--- config.mk ---
export PLATFORM = sky130hd
export DESIGN_NAME = stp_port_ctrl
export DESIGN_NICKNAME = d
export VERILOG_FILES = /design/src/common/stp_pkg.sv /design/src/hdl/stp_port_ctrl.sv
export SDC_FILE = /design/constraint.sdc
export NUM_CORES = 1
export LEC_CHECK = 0
export ABC_AREA = 1
export BUFFER_PORTS_ARGS = -buffer_cell sky130_fd_sc_hd__buf_4
export CAP_MARGIN = 25
export CELL_PAD_IN_SITES_DETAIL_PLACEMENT = 1
export CELL_PAD_IN_SITES_GLOBAL_PLACEMENT = 1
export CORE_MARGIN = 5
export CORE_UTILIZATION = 34
export CTS_CLUSTER_DIAMETER = 150
export DETAILED_ROUTE_END_ITERATION = 16
export HOLD_SLACK_MARGIN = 0.1
export PLACE_DENSITY_LB_ADDON = 0.08
export SLEW_MARGIN = 20
export SYNTH_ARGS = -nofsm -noshare
export SYNTH_HDL_FRONTEND = slang
export SYNTH_SLANG_ARGS = --single-unit
--- constraint.sdc ---
create_clock -name MCLK_IN -period 3.6 [get_ports MCLK_IN]
set_input_delay 0.36 -clock MCLK_IN [delete_from_list [all_inputs] [get_ports MCLK_IN]]
set_output_delay 0.36 -clock MCLK_IN [all_outputs]
set_load 0.02 [all_outputs]
--- src/common/stp_pkg.sv ---
// Package for the spanning tree port state control block
package stp_pkg;
  // AXI4-Lite register map: byte address is four times the register index
  localparam logic [7:0] STP_P1_CTRL_IDX  = 8'd18;
  localparam logic [7:0] STP_P2_CTRL_IDX  = 8'd34;
  localparam logic [7:0] STP_FLUSH_IDX    = 8'd2;
  localparam logic [9:0] STP_P1_CTRL_ADDR = {STP_P1_CTRL_IDX, 2'b00};
  localparam logic [9:0] STP_P2_CTRL_ADDR = {STP_P2_CTRL_IDX, 2'b00};
  localparam logic [9:0] STP_FLUSH_ADDR   = {STP_FLUSH_IDX, 2'b00};
  localparam logic [9:0] STP_STATUS_ADDR  = 10'h100;
  // Port control fields
  localparam int STP_LRN_DIS_BIT = 0;
  localparam int STP_RX_EN_BIT   = 1;
  localparam int STP_TX_EN_BIT   = 2;
  // Flush register fields
  localparam int STP_FLUSH_STA_BIT = 4;
  localparam int STP_FLUSH_DYN_BIT = 5;
  // Reset: forwarding (tx 1, rx 1, learn disable 0)
  localparam logic [2:0] STP_CTRL_RST = 3'h6;
  localparam logic [1:0] STP_RESP_OKAY   = 2'h0;
  localparam logic [1:0] STP_RESP_SLVERR = 2'h2;
  typedef enum logic [4:0] {
    STP_DISABLED   = 5'h01,
    STP_BLOCKING   = 5'h02,
    STP_LEARNING   = 5'h04,
    STP_FORWARDING = 5'h08,
    STP_ODD        = 5'h10
  } stp_state_t;
endpackage

--- src/hdl/stp_port_ctrl.sv ---
// Spanning tree port state control with AXI4-Lite registers
`timescale 1ns/10ps
// Notes on behaviour
// Port 3 is the processor port; state control covers only ports 1 and 2.
// Ports 1 and 2 each hold tx enable, rx enable, learn disable controls.
// Tx 0, rx 0, learn disable 1: no user traffic, no learning.
// Override-matched frames still reach the processor with tx and rx off.
// Disabled: processor sends nothing and discards override frames.
// Blocking: processor sends nothing; installs override entries for BPDUs.
// Processor sets override bit on static entries in all active states.
// Listening: processor frames pass both ways, learning stays off.
// Tx 0, rx 0, learn disable 0: learning on, only processor traffic.
// Tx 1, rx 1, learn disable 0: forward all traffic, learn, accept CPU.
// Learn disable plus flush bits rapidly flushes the port's table entries.
// Control changes apply at the next frame boundary, never mid-frame.
module stp_port_ctrl
  import stp_pkg::*;
(
  input  wire logic        MCLK_IN,          // 50 MHz clock
  input  wire logic        RST_IN,           // Sync reset, active high
  input  wire logic [9:0]  AWADDR_IN,        // Write address
  input  wire logic        AWVALID_IN,       // Write address valid
  output logic             AWREADY_OUT,      // Write address ready
  input  wire logic [31:0] WDATA_IN,         // Write data
  input  wire logic [3:0]  WSTRB_IN,         // Write strobes
  input  wire logic        WVALID_IN,        // Write data valid
  output logic             WREADY_OUT,       // Write data ready
  output logic [1:0]       BRESP_OUT,        // Write response
  output logic             BVALID_OUT,       // Write response valid
  input  wire logic        BREADY_IN,        // Write response ready
  input  wire logic [9:0]  ARADDR_IN,        // Read address
  input  wire logic        ARVALID_IN,       // Read address valid
  output logic             ARREADY_OUT,      // Read address ready
  output logic [31:0]      RDATA_OUT,        // Read data
  output logic [1:0]       RRESP_OUT,        // Read response
  output logic             RVALID_OUT,       // Read data valid
  input  wire logic        RREADY_IN,        // Read data ready
  input  wire logic [1:0]  FRAME_ACTIVE_IN,  // Frame in progress, ports 2..1
  input  wire logic [1:0]  OVR_MATCH_IN,     // Override static match, ports 2..1
  input  wire logic [1:0]  CPU_FRAME_IN,     // Frame to or from processor, ports 2..1
  output logic [1:0]       TX_EN_OUT,        // User transmit allowed, ports 2..1
  output logic [1:0]       RX_EN_OUT,        // User receive allowed, ports 2..1
  output logic [1:0]       LEARN_EN_OUT,     // Source learning allowed, ports 2..1
  output logic [1:0]       TO_CPU_EN_OUT,    // Deliver to port 3, ports 2..1
  output logic [1:0]       FLUSH_DYN_OUT,    // Dynamic table flush pulse, ports 2..1
  output logic [1:0]       FLUSH_STA_OUT     // Static table flush pulse, ports 2..1
);

  logic [2:0] cfg_q [2];
  logic [2:0] act_q [2];
  logic [1:0] fl_q;
  logic [1:0] fdyn_q;
  logic [1:0] fsta_q;
  logic       aw_q, w_q, bv_q, rv_q;
  logic [9:0] awa_q;
  logic [31:0] wd_q, rd_q;
  logic [1:0] br_q, rr_q;
  logic [1:0] fsync_q [2];

  function automatic stp_state_t decode(input logic [2:0] c);
    case (c)
      3'h1:    decode = STP_BLOCKING;
      3'h0:    decode = STP_LEARNING;
      3'h6:    decode = STP_FORWARDING;
      default: decode = STP_ODD;
    endcase
  endfunction

  // AXI write channel capture, either order
  assign AWREADY_OUT = !aw_q && !bv_q;
  assign WREADY_OUT  = !w_q && !bv_q;
  assign BVALID_OUT  = bv_q;
  assign BRESP_OUT   = br_q;
  assign ARREADY_OUT = !rv_q;
  assign RVALID_OUT  = rv_q;
  assign RDATA_OUT   = rd_q;
  assign RRESP_OUT   = rr_q;

  always_ff @(posedge MCLK_IN) begin
    if (RST_IN) begin
      aw_q  <= 1'b0;
      w_q   <= 1'b0;
      bv_q  <= 1'b0;
      br_q  <= STP_RESP_OKAY;
      awa_q <= 10'h000;
      wd_q  <= 32'h0000_0000;
    end else begin
      if (AWVALID_IN && AWREADY_OUT) begin
        aw_q  <= 1'b1;
        awa_q <= AWADDR_IN;
      end
      if (WVALID_IN && WREADY_OUT) begin
        w_q  <= 1'b1;
        wd_q <= WSTRB_IN[0] ? WDATA_IN : 32'h0000_0000;
      end
      if (aw_q && w_q) begin
        aw_q <= 1'b0;
        w_q  <= 1'b0;
        bv_q <= 1'b1;
        br_q <= (awa_q == STP_P1_CTRL_ADDR || awa_q == STP_P2_CTRL_ADDR ||
                 awa_q == STP_FLUSH_ADDR || awa_q == STP_STATUS_ADDR) ?
                STP_RESP_OKAY : STP_RESP_SLVERR;
      end
      if (bv_q && BREADY_IN) begin
        bv_q <= 1'b0;
      end
    end
  end

  logic wr_go;
  assign wr_go = aw_q && w_q;

  // per-port control registers
  always_ff @(posedge MCLK_IN) begin
    if (RST_IN) begin
      cfg_q[0] <= STP_CTRL_RST;
      cfg_q[1] <= STP_CTRL_RST;
      fl_q     <= 2'h0;
    end else begin
      fl_q <= 2'h0;
      if (wr_go && awa_q == STP_P1_CTRL_ADDR) begin
        cfg_q[0] <= wd_q[2:0];
      end
      if (wr_go && awa_q == STP_P2_CTRL_ADDR) begin
        cfg_q[1] <= wd_q[2:0];
      end
      if (wr_go && awa_q == STP_FLUSH_ADDR) begin
        fl_q <= {wd_q[STP_FLUSH_DYN_BIT], wd_q[STP_FLUSH_STA_BIT]};
      end
    end
  end

  // Frame-active inputs come from pins: two-stage sync
  always_ff @(posedge MCLK_IN) begin
    if (RST_IN) begin
      fsync_q[0] <= 2'h0;
      fsync_q[1] <= 2'h0;
    end else begin
      fsync_q[0] <= {fsync_q[0][0], FRAME_ACTIVE_IN[0]};
      fsync_q[1] <= {fsync_q[1][0], FRAME_ACTIVE_IN[1]};
    end
  end

  // apply new settings only between frames
  always_ff @(posedge MCLK_IN) begin
    if (RST_IN) begin
      act_q[0] <= STP_CTRL_RST;
      act_q[1] <= STP_CTRL_RST;
    end else begin
      for (int p = 0; p < 2; p++) begin
        if (!fsync_q[p][1]) begin
          act_q[p] <= cfg_q[p];
        end
      end
    end
  end

  // flush only on ports with learning disabled
  always_ff @(posedge MCLK_IN) begin
    if (RST_IN) begin
      fdyn_q <= 2'h0;
      fsta_q <= 2'h0;
    end else begin
      for (int p = 0; p < 2; p++) begin
        fdyn_q[p] <= fl_q[1] & cfg_q[p][STP_LRN_DIS_BIT];
        fsta_q[p] <= fl_q[0] & cfg_q[p][STP_LRN_DIS_BIT];
      end
    end
  end
  assign FLUSH_DYN_OUT = fdyn_q;
  assign FLUSH_STA_OUT = fsta_q;

  // port permissions from active setting
  always_comb begin
    for (int p = 0; p < 2; p++) begin
      TX_EN_OUT[p]    = act_q[p][STP_TX_EN_BIT];
      RX_EN_OUT[p]    = act_q[p][STP_RX_EN_BIT];
      LEARN_EN_OUT[p] = !act_q[p][STP_LRN_DIS_BIT];
      // override frames, and processor frames in blocking, learning or forwarding settings, reach port 3
      TO_CPU_EN_OUT[p] = act_q[p][STP_RX_EN_BIT] | OVR_MATCH_IN[p] |
                         (CPU_FRAME_IN[p] & (decode(act_q[p]) != STP_ODD));
    end
  end

  // Register reads
  always_ff @(posedge MCLK_IN) begin
    if (RST_IN) begin
      rv_q <= 1'b0;
      rd_q <= 32'h0000_0000;
      rr_q <= STP_RESP_OKAY;
    end else begin
      if (ARVALID_IN && ARREADY_OUT) begin
        rv_q <= 1'b1;
        rr_q <= STP_RESP_OKAY;
        case (ARADDR_IN)
          STP_P1_CTRL_ADDR: rd_q <= {29'h0, cfg_q[0]};
          STP_P2_CTRL_ADDR: rd_q <= {29'h0, cfg_q[1]};
          STP_FLUSH_ADDR:   rd_q <= 32'h0000_0000;
          STP_STATUS_ADDR:  rd_q <= {19'h0, decode(act_q[1]), 3'h0, decode(act_q[0])};
          default: begin
            rd_q <= 32'h0000_0000;
            rr_q <= STP_RESP_SLVERR;
          end
        endcase
      end else if (rv_q && RREADY_IN) begin
        rv_q <= 1'b0;
      end
    end
  end

  // no mid-frame change
  AST_NO_MIDFRAME: assert property (@(posedge MCLK_IN) disable iff (RST_IN)
    fsync_q[0][1] && $past(fsync_q[0][1]) |-> $stable(act_q[0]))
    else $error("port 1 setting changed mid-frame");
  AST_BLOCK_NO_TX: assert property (@(posedge MCLK_IN) disable iff (RST_IN)
    act_q[0] == 3'h1 |-> !TX_EN_OUT[0] && !RX_EN_OUT[0] && !LEARN_EN_OUT[0])
    else $error("blocking port 1 passes traffic");
  AST_OVR_CPU: assert property (@(posedge MCLK_IN) disable iff (RST_IN)
    OVR_MATCH_IN[1] |-> TO_CPU_EN_OUT[1])
    else $error("override frame not delivered");
  AST_LEARN_ST: assert property (@(posedge MCLK_IN) disable iff (RST_IN)
    act_q[1] == 3'h0 |-> LEARN_EN_OUT[1] && !TX_EN_OUT[1])
    else $error("learning state wrong");
  AST_FWD: assert property (@(posedge MCLK_IN) disable iff (RST_IN)
    act_q[0] == 3'h6 |-> TX_EN_OUT[0] && RX_EN_OUT[0] && LEARN_EN_OUT[0])
    else $error("forwarding state wrong");
  AST_LISTEN_CPU: assert property (@(posedge MCLK_IN) disable iff (RST_IN)
    act_q[0] == 3'h1 && CPU_FRAME_IN[0] |-> TO_CPU_EN_OUT[0] && !LEARN_EN_OUT[0])
    else $error("listening cpu frame blocked");
  AST_FLUSH: assert property (@(posedge MCLK_IN) disable iff (RST_IN)
    fl_q[1] && cfg_q[1][STP_LRN_DIS_BIT] |=> FLUSH_DYN_OUT[1])
    else $error("flush not issued");
  AST_CFG_WR: assert property (@(posedge MCLK_IN) disable iff (RST_IN)
    wr_go && awa_q == STP_P2_CTRL_ADDR |=> cfg_q[1] == $past(wd_q[2:0]))
    else $error("port 2 control not written");
  COV_BLOCK: cover property (@(posedge MCLK_IN) act_q[0] == 3'h1);
  COV_LEARN: cover property (@(posedge MCLK_IN) act_q[1] == 3'h0);
  COV_HOLD: cover property (@(posedge MCLK_IN) fsync_q[0][1] && cfg_q[0] != act_q[0]);

endmodule // stp_port_ctrl

# --- Yosys cells after proc, flatten, opt, wreduce, memory -nomap -nowiden ---
# Memories as Yosys holds them, arrays and structs flattened.
# Cells that the tools add are included.
totals:
  word_cells: 102
  ramBits: 16
  in_bits: 69
  out_inout_bits: 53
  reg_bits: 62
  n_memories: 3
classes:
  reduce_logical: 27
  muxes: 29
  n_bitwise: 17
  n_eq_ne: 14
mem_list:
  columns: ["name", "depth", "width", "rd", "rd_clocked_by_memory_dff", "wr", "line", "text"]
  rows:
  - ["act_q", 2, 3, 2, 0, 2, "stp_port_ctrl.sv:50", "logic [2:0] act_q [2];"]
  - ["cfg_q", 2, 3, 2, 0, 2, "stp_port_ctrl.sv:49", "logic [2:0] cfg_q [2];"]
  - ["fsync_q", 2, 2, 2, 0, 2, "stp_port_ctrl.sv:58", "logic [1:0] fsync_q [2];"]
ops:
  columns: ["op", "n"]
  rows:
  - ["$pmux 13 s3", 1]
  - ["$pmux 5 s3", 2]
  - ["$eq 10x4->1 const B", 2]
  - ["$eq 10x7->1 const B", 2]
  - ["$eq 10x8->1 const B", 2]
  - ["$eq 10x9->1 const B", 2]
  - ["$mux 1", 17]
  - ["$mux 3", 4]
  - ["$logic_and 1x1->1", 11]
  - ["$ne 5x5->1 const B", 2]
  - ["$or 1x1->1", 10]
  - ["$mux 2", 4]
  - ["$and 1x1->1", 6]
  - ["$eq 3x1->1 const B", 2]
  - ["$eq 3x3->1 const B", 2]
  - ["$logic_not 1->1", 6]
  - ["$logic_not 3->1", 2]
  - ["$mux 6", 1]
  - ["$reduce_or 2->1", 3]
  - ["$reduce_or 4->1", 1]
  - ["$logic_or 1x1->1", 3]
  - ["$reduce_bool 2->1", 1]
  - ["$not 1->1", 1]

# --- Longest topological paths before layout ---
# Gate-level depths: netlist of run 1.
logic_depth:
  ltp_word: 6
  depth_mapped: 8
  ltp_nobuf: 8

# --- Worst setup path before layout of run 1 ---
# No wires, ideal clock.
synth_timing:
  kind: "register to output"
  from: "mem act_q[0][1]"
  to: "out TO_CPU_EN_OUT[0]"
  arrival_ns: 1.204
  path_slack_ns: 2.036
  path_buffers: 0
  stages_incl_launch_ff: 5
  t_required_ns: 3.240
  path_cell_list: "edfxtp_1 > inv_1 > nor3_1 > a21oi_1 > o21ai_0"
synth_rtl:
  columns: ["item", "line", "text"]
  rows:
  - ["from (decl)", "stp_port_ctrl.sv:50", null]
  - ["to (decl)", "stp_port_ctrl.sv:44", "output logic [1:0] TO_CPU_EN_OUT,"]

==> flow_summary.ini, run 1 <==
[setup_path]
critPathBufInv = 2
r2r_setup_slack_ps = 2010
start_kind = register
r2r_cells = 5
r2r_start = awa_q[0]
critPathKind = reg -> out
worstPathArrival_ps = 1480
cp_slowest_stage_delay_ps = 430
r2r_end = cfg_q[0][1]
worstSetupEndpointType = output port
crit_slowest_cell = edfxtp_1
crit_family = flip-flops
worstPathRequired_ps = 3240
crit_fanout = 5
path_cells = inv_1 > nor3_1 > a21oi_1 > o21ai_0 > buf_4

[global_route]
antenna_found_initial = 0
grt_max_degree = 28
grt_first_pass_wirelength_mm = 8.597
overflow = 0
gr-usage-all-layers = 0.1236
grt_pass1_vias = 1903

[clock_network]
holdBufCountCts = 0
path_clk_slew_ps = 90
cts_tree = built
clock-sinks = 52
post_cts_buffers = 0
cts_resized = 0
root_buffer = clkbuf_8
cts_htree_levels = 2
cts_buffers = 5
clock_latency_ps = 300
clock_path_buffers = 2

[logic_synthesis]
netlist_area_um2 = 2352
yosysMostFrequentCell = nor2_1
synthFlopType = dfxtp_1
synth.area.top_cells = dfxtp_1 34%, edfxtp_1 15%, buf_4 9.3%, nor2_1 7.5%, nand2_1 5.6%
async_flop_share = 0
synth.top_cell.area_share = 0.3404
synth-edff-count = 12
synth_cell_types = 29
synth-seq-cells = 52
yosys-top-cells-count = 47 x nor2_1, 40 x dfxtp_1, 35 x nand2_1
postSynthAreaPerCell_um2 = 8.083
yosys_warnings = 0
ys_seq_area_frac = 0.4936
yosysTopAreaCell = dfxtp_1
synthCells = 291

[floorplanning]
die_w_um = 93.18
core_um2 = 6756
ios = 122
row_count = 30
fp.dieH_um = 93.18
die-area_um2 = 8682
initial_core_util = 0.3481

[timing]
rsz0062_at_grt = false
period_needed_ps = 1840
max_freq_mhz = 543.5
fin_crit_sh = 0.5111
slew_violations = 0
setup_violations = 0
skew_ps = 10.54
finalHoldViolCount = 0
fin_tns_setup_ps = 0
tightest_slew_ps = 550.8
slew_headroom = 0.6324

[flow_run]
drv_cap = 0

[routing]
drt_first_pass_iters = 4
routed_wl_mm = 5.284
via_per_inst = 4.493
wire_per_inst_um = 12.18
drtIter0Drc = 47
num_vias = 1950
ant_nets = 0
drcViolationCount = 0

[power_and_ir_drop]
peakVddDrop_mv = 0.1592
power.density_nw_per_um2 = 405.6
p_seq_frac = 0.544
p_leak_nw = 1.251
p_switching_uw = 310.0
clkPwrFrac = 0.303
switching_share = 0.2641
combinationalPowerShare = 0.153
internal-power_uw = 863.8

[hold_path]
worstHoldStart = BREADY_IN
whs_path_depth = 2
min_to = BVALID_OUT
hold_path_class = in -> reg

[cells_and_area]
drive_gt1_frac = 0.2571
diodes = 0
nets = 422
synthToLayoutAreaGrowth_pct = 23.03
final_area_um2 = 2894
final_util = 0.4283
fillCellCount = 835

[placed_design]
gp_congestion = 0.7305
post_dp_cell_area_um2 = 2794
dp_hpwl_mm = 4.144
io_buffers = 66

[outcome]
status = finished clean
-- worst register-to-register path, delay by kind of cell, from the launching register on --
family | cells | cell delay, ps
AO/OA/AOI/OAI | 1 | 390
AND/OR/NAND/NOR | 4 | 520
flip-flops | 1 | 330
-- through the flow --
stage,std cells,setup slack (ps),power (mW),hold slack [ps]
floorplan,315,2036,0.7853,388.3
global placement,426,1936,0.8308,397.2
detailed placement,426,1901,0.8337,398.0
CTS,434,1726,1.191,224.9
global route,434,1567,1.239,222.3
finish,434,1760,1.174,227.1
-- routing by layer --
| layer | global-route usage | share of wire | up-vias |
|---|---|---|---|
| met5 | 0 | 0 | - |
| met4 | 0.04029 | 0.013 | 0 |
| met3 | 0.03942 | 0.068 | 5 |
| met2 | 0.1980 | 0.46 | 70 |
| met1 | 0.1578 | 0.46 | 873 |
| li1 | - | - | 1002 |
-- registers in the layout, indices dropped and copies added (netlist names) --
signal         flops
BRESP_OUT          1
BVALID_OUT         1
FLUSH_DYN_OUT      2
FLUSH_STA_OUT      2
RDATA_OUT          9
RRESP_OUT          1
RVALID_OUT         1
act_q              6
aw_q               1
awa_q             10
cfg_q              6
fl_q               2
fsync_q            4
w_q                1
wd_q               5
-- power groups by stage --
stage               registers [mW]  clock network, mW  logic, mW
detailed placement           0.652                  0      0.181
CTS                          0.639              0.369      0.182
finish                       0.639              0.356      0.179
global placement             0.652                  0      0.179
global route                 0.642              0.395      0.202
floorplan                    0.653                  0      0.132
-- worst max-delay path by stage --
stage                 from                to  depth (start not counted)
3_5_place_dp        RST_IN       cfg_q[0][1]                          3
4_1_cts        act_q[0][1]  TO_CPU_EN_OUT[0]                          5
3_3_place_gp        RST_IN       cfg_q[0][1]                          3
6_report       act_q[0][1]  TO_CPU_EN_OUT[0]                          5
2_1_floorplan  act_q[0][1]  TO_CPU_EN_OUT[0]                          4
5_1_grt        act_q[0][1]  TO_CPU_EN_OUT[0]                          5
-- layout by cell type, fill, tap and decap left out, drive strengths merged --
cell type  instances
a211o              1
nand3             21
a21oi             20
o21a               1
a211oi             4
dfxtp             40
nor2              54
or2                8
nor3               9
clkinv             1
nand2             37
inv               29
clkbuf             8
conb              25
edfxtp            12
o21ai             16
nand3b             1
nand4              1
buf               66
-- kinds of logic (layout without fill, tap and decap cells) --
group | count (synthesis) | in the layout | share of synthesized area
flip-flops | 52 | 52 | 0.4936
AO/OA/AOI/OAI | 42 | 42 | 0.09628
other | 1 | 25 | 0.001594
AND/OR/NAND/NOR | 131 | 131 | 0.2569
buffers and inverters | 65 | 104 | 0.1516
-- area by class of cell --
type | instances | area [um^2] | share of cell area
Timing Repair Buffer | 66 | 495.5 | 0.1712
Clock buffer | 8 | 100.1 | 0.03459
Tap cell | 80 | 100.1 | 0.03459
Sequential cell | 52 | 1161 | 0.4012
Multi-Input combinational cell | 198 | 924.6 | 0.3195
Inverter | 30 | 112.6 | 0.03891
Note: power is estimated with default switching activity, not from simulation.
==> run 2: changes to the inputs <==
- CORE_UTILIZATION: 34 -> 31
- clock period: 3.6 -> 1.8 ns (I/O delays scaled with it)
==> flow_summary.ini, run 2 (synthesis gave the netlist of run 1 again) <==
[cells_and_area]
mostFrequentLayoutCells = 68 x buf_4, 47 x nor2_1, 40 x dfxtp_1, 35 x nand2_1, 26 x inv_1
fillCellCount = 912
final_common_cell = buf_4
drive_gt1_frac = 0.2646
diodes = 0
regMostFlops = awa_q
synthToLayoutAreaGrowth_pct = 25.80
multi_input_area_um2 = 929.6
largest_reg_flops = 10
regArea_um2 = 1161
nets = 427

[setup_path]
worstSetupEndpointType = output port
worstPathArrival_ps = 1400
cp-startpoint = act_q[0][1]
path_cells = inv_1 > nor3_2 > a21oi_1 > o21ai_0 > buf_4
crit_fanout = 5
critPathKind = reg -> out
cp_slowest_stage_delay_ps = 430
r2r_start = awa_q[4]
worstPathRequired_ps = 1620
crit_slowest_cell = edfxtp_1
start_kind = register
crit_family = flip-flops
critPathBufInv = 2

[routing]
drt_first_pass_iters = 4
routed_wl_mm = 5.507
drcViolationCount = 0
highest_layer = met4
wire_per_inst_um = 12.02
wl_met3_um = 412
wl_met2_mm = 2.452
num_vias = 1967
drtIter0Drc = 59
ant_nets = 0
wl_met1_mm = 2.545
via_per_inst = 4.295

[timing]
setup_violations = 0
rsz0062_at_grt = false
tightest_slew_ps = 523.3
finalHoldViolCount = 0
fin_crit_sh = 0.8765
max_freq_mhz = 633.8
setup_ws_ps = 222.2
fin_tns_setup_ps = 0
slew_violations = 0
period_needed_ps = 1578
skew_ps = 3.196
slew_headroom = 0.6508

[placed_design]
dp_hpwl_mm = 4.420
gp_congestion = 0.7233
io_buffers = 66
place_ws_ps = 238.8

[power_and_ir_drop]
power.density_nw_per_um2 = 785.6
p_seq_frac = 0.550
peakVddDrop_mv = 0.3099
clkPwrFrac = 0.289
internal-power_mw = 1.663
p_switching_uw = 661.9
combinationalPowerShare = 0.161
switching_share = 0.2847
p_leak_nw = 1.267

[clock_network]
post_cts_buffers = 0
clock_path_buffers = 2
path_clk_slew_ps = 90
clock_latency_ps = 310
cts_tree = built
clock-sinks = 52
root_buffer = clkbuf_8
cts_htree_levels = 2
cts_buffers = 5

[global_route]
gr-usage-all-layers = 0.1188
grt_first_pass_wirelength_mm = 9.149
grt_pass1_vias = 1961
grt_max_degree = 19
overflow = 0
antenna_found_initial = 0

[floorplanning]
die_w_um = 97.11
fp.dieH_um = 97.11
ios = 122
core_um2 = 7331
row_count = 31
die-area_um2 = 9430
initial_core_util = 0.3209

[outcome]
status = finished clean

[hold_path]
worstHoldStart = AWADDR_IN[2]
hold_path_class = in -> reg

[flow_run]
drv_cap = 0
==> run 2: what timing repair did <==
action / in CTS / in global routing
hold endpoints to repair: 3 / 0
endpoints found under the setup margin: 0 / 1
hold buffers: 3 / 0
resized for setup: 0 / 1
==> run 2: worst min-delay path: cells and delay by family <==
kind            cells  cell delay, ps
compound gates      1              70
buf+inv             1              70
simple gates        1              70
==> run 2: final timing paths <==
check                           cells past startpoint                to  slack (ps)
worst min-delay path                                3          awa_q[2]         120
worst max-delay path                                5  TO_CPU_EN_OUT[0]         220
worst max register to register                      4       cfg_q[0][0]         260
worst min register to register                      2     fsync_q[0][1]         410
==> run 2: layer usage <==
layer	vias up	GRT usage
li1	1012	-
met1	884	0.1469
met4	0	0.04860
met2	63	0.1890
met3	8	0.04020
met5	-	0
==> run 2: cell type report <==
type | count | area share
timing repair buffer | 71 | 0.1827
clock buffer | 5 | 0.02326
inverter | 30 | 0.03805
tap | 99 | 0.04186
clock inverter | 3 | 0.007611
sequential | 52 | 0.3924
multi-input combinational | 198 | 0.3142
==> run 2: metrics by stage <==
| stage | total power, mW | area (um^2) | hold WS (ps) | cells | util |
|---|---|---|---|---|---|
| after CTS | 2.367 | 2954 | 110.6 | 458 | 0.4030 |
| after floorplan | 1.571 | 2442 | 280.1 | 315 | - |
| after detailed placement | 1.680 | 2833 | 371.5 | 447 | 0.3864 |
| after global routing | 2.462 | 2959 | 123.3 | 458 | 0.4037 |
| final | 2.325 | 2959 | 116.7 | 458 | 0.4037 |
| after global placement | 1.671 | 2833 | 364.9 | 447 | 0.3864 |
==> run 2: power by group through the flow <==
stage	Combinational, mW	Clock (mW)	Sequential (mW)
finish	0.373	0.673	1.28
global route	0.419	0.756	1.29
CTS	0.380	0.708	1.28
detailed placement	0.374	0	1.31
global placement	0.366	0	1.30
floorplan	0.265	0	1.31
==> run 3: changes to the inputs <==
- CORE_ASPECT_RATIO: not set -> 0.7
- TNS_END_PERCENT: not set -> 30
==> flow_summary.ini, run 3 (synthesis gave the netlist of run 1 again) <==
[routing]
num_vias = 1972
wire_per_inst_um = 12.77
routed_wl_mm = 5.875
ant_nets = 0
drt_first_pass_iters = 4
drcViolationCount = 0
drtIter0Drc = 67
via_per_inst = 4.287

[setup_path]
critPathBufInv = 1
worstSetupEndpointType = output port
path_cells = nand3_1 > nand2_1 > a211o_1 > buf_4
worstPathRequired_ps = 1620
critPathKind = reg -> out
cp_slowest_stage_delay_ps = 460
start_kind = register
crit_fanout = 4
crit_family = flip-flops
worstPathArrival_ps = 1420
crit_slowest_cell = edfxtp_1

[placed_design]
dp_hpwl_mm = 4.829
dp_cells = 448
gp_congestion = 0.7009
io_buffers = 66

[cells_and_area]
drive_gt1_frac = 0.2680
largest_reg_flops = 10
diodes = 0
mostFrequentLayoutCells = 71 x buf_4, 47 x nor2_1, 40 x dfxtp_1, 35 x nand2_1, 26 x inv_1
regMostFlops = awa_q
final_common_cell = buf_4
nets = 430
synthToLayoutAreaGrowth_pct = 27.55
fillCellCount = 921
fin_cells = 460

[power_and_ir_drop]
p_seq_frac = 0.520
internal-power_mw = 1.802
clkPwrFrac = 0.325
p_leak_nw = 1.291
power.density_nw_per_um2 = 819.4
switching_share = 0.2672
p_switching_uw = 656.9
peakVddDrop_mv = 0.4078
combinationalPowerShare = 0.155

[clock_network]
path_clk_slew_ps = 100
clock-sinks = 52
root_buffer = clkbuf_8
clock_latency_ps = 300
cts_htree_levels = 2
cts_tree = built
clock_path_buffers = 2
cts_buffers = 5

[timing]
skew_ps = 10.23
period_needed_ps = 1599
slew_violations = 0
fin_tns_setup_ps = 0
finalHoldViolCount = 0
fin_crit_sh = 0.8881
max_freq_mhz = 625.6
setup_violations = 0
rsz0062_at_grt = false

[floorplanning]
die-area_um2 = 9458
die_w_um = 114.1
row_count = 26
ios = 122
fp.dieH_um = 82.88
initial_core_util = 0.3199
core_um2 = 7352

[global_route]
grt_pass1_vias = 1999
gr-usage-all-layers = 0.1251
grt_max_degree = 17
antenna_found_initial = 0
overflow = 0
grt_first_pass_wirelength_mm = 9.632

[hold_path]
hold_path_class = in -> reg

[flow_run]
drv_cap = 0

[outcome]
status = finished clean
[run 3: worst reg2reg max path, stage by stage, from the launching register on]
cell,delay (ps)
dfxtp_1,330
nor2_2,150
nand2_2,80
nor3_4,160
nand3_1,110
o21ai_0,360
[run 3: area by class of cell]
cell class	instances	area [um^2]	area share
clock buffers	5	68.82	0.02294
well taps	98	122.6	0.04087
multi-input cells	198	929.6	0.3098
inverters	30	112.6	0.03753
flip-flops and latches	52	1161	0.3870
repair buffers	74	563.0	0.1877
clock inverters	3	42.54	0.01418
[run 3: path summary, 6_finish.rpt]
check / slack, ps / depth (start not counted) / endpoint / startpoint
hold reg to reg: 410 / 2 / fsync_q[0][1] / fsync_q[0][0]
setup reg to reg: 270 / 5 / cfg_q[0][2] / awa_q[2]
hold / removal: 130 / 3 / awa_q[9] / AWADDR_IN[9]
setup / recovery: 200 / 4 / TO_CPU_EN_OUT[1] / act_q[0][4]
[run 3: layer usage]
layer	wire (um)	track usage
met1	3110	0.1835
met2	2314	0.1759
met3	421	0.03924
met4	28	0.03236
met5	0	0
[run 3: through the flow]
step / power [mW] / utilization / hold slack, ps / setup WS [ps] / area, um^2
2_1_floorplan: 1.571 / - / 280.1 / 415.6 / 2442
3_3_place_gp: 1.676 / 0.3872 / 367.2 / 267.8 / 2846
3_5_place_dp: 1.686 / 0.3872 / 372.6 / 255.8 / 2846
4_1_cts: 2.493 / 0.4064 / 117.7 / 42.14 / 2988
5_1_grt: 2.603 / 0.4081 / 134.7 / 55.22 / 3000
6_report: 2.459 / 0.4081 / 128.9 / 201.4 / 3000
[run 3: repair_timing]
action                                  4_1_cts  5_1_grt
gates resized for setup                       0        1
hold buffers                                  3        0
endpoints found under the hold margin         3        0
endpoints found under the setup margin        0        1
setup buffers                                 0        1
[run 3: power groups by stage]
stage	sequential (mW)	clock, mW	combinational (mW)
global route	1.29	0.891	0.427
CTS	1.28	0.828	0.386
finish	1.28	0.799	0.382
floorplan	1.31	0	0.265
global placement	1.30	0	0.373
detailed placement	1.31	0	0.380
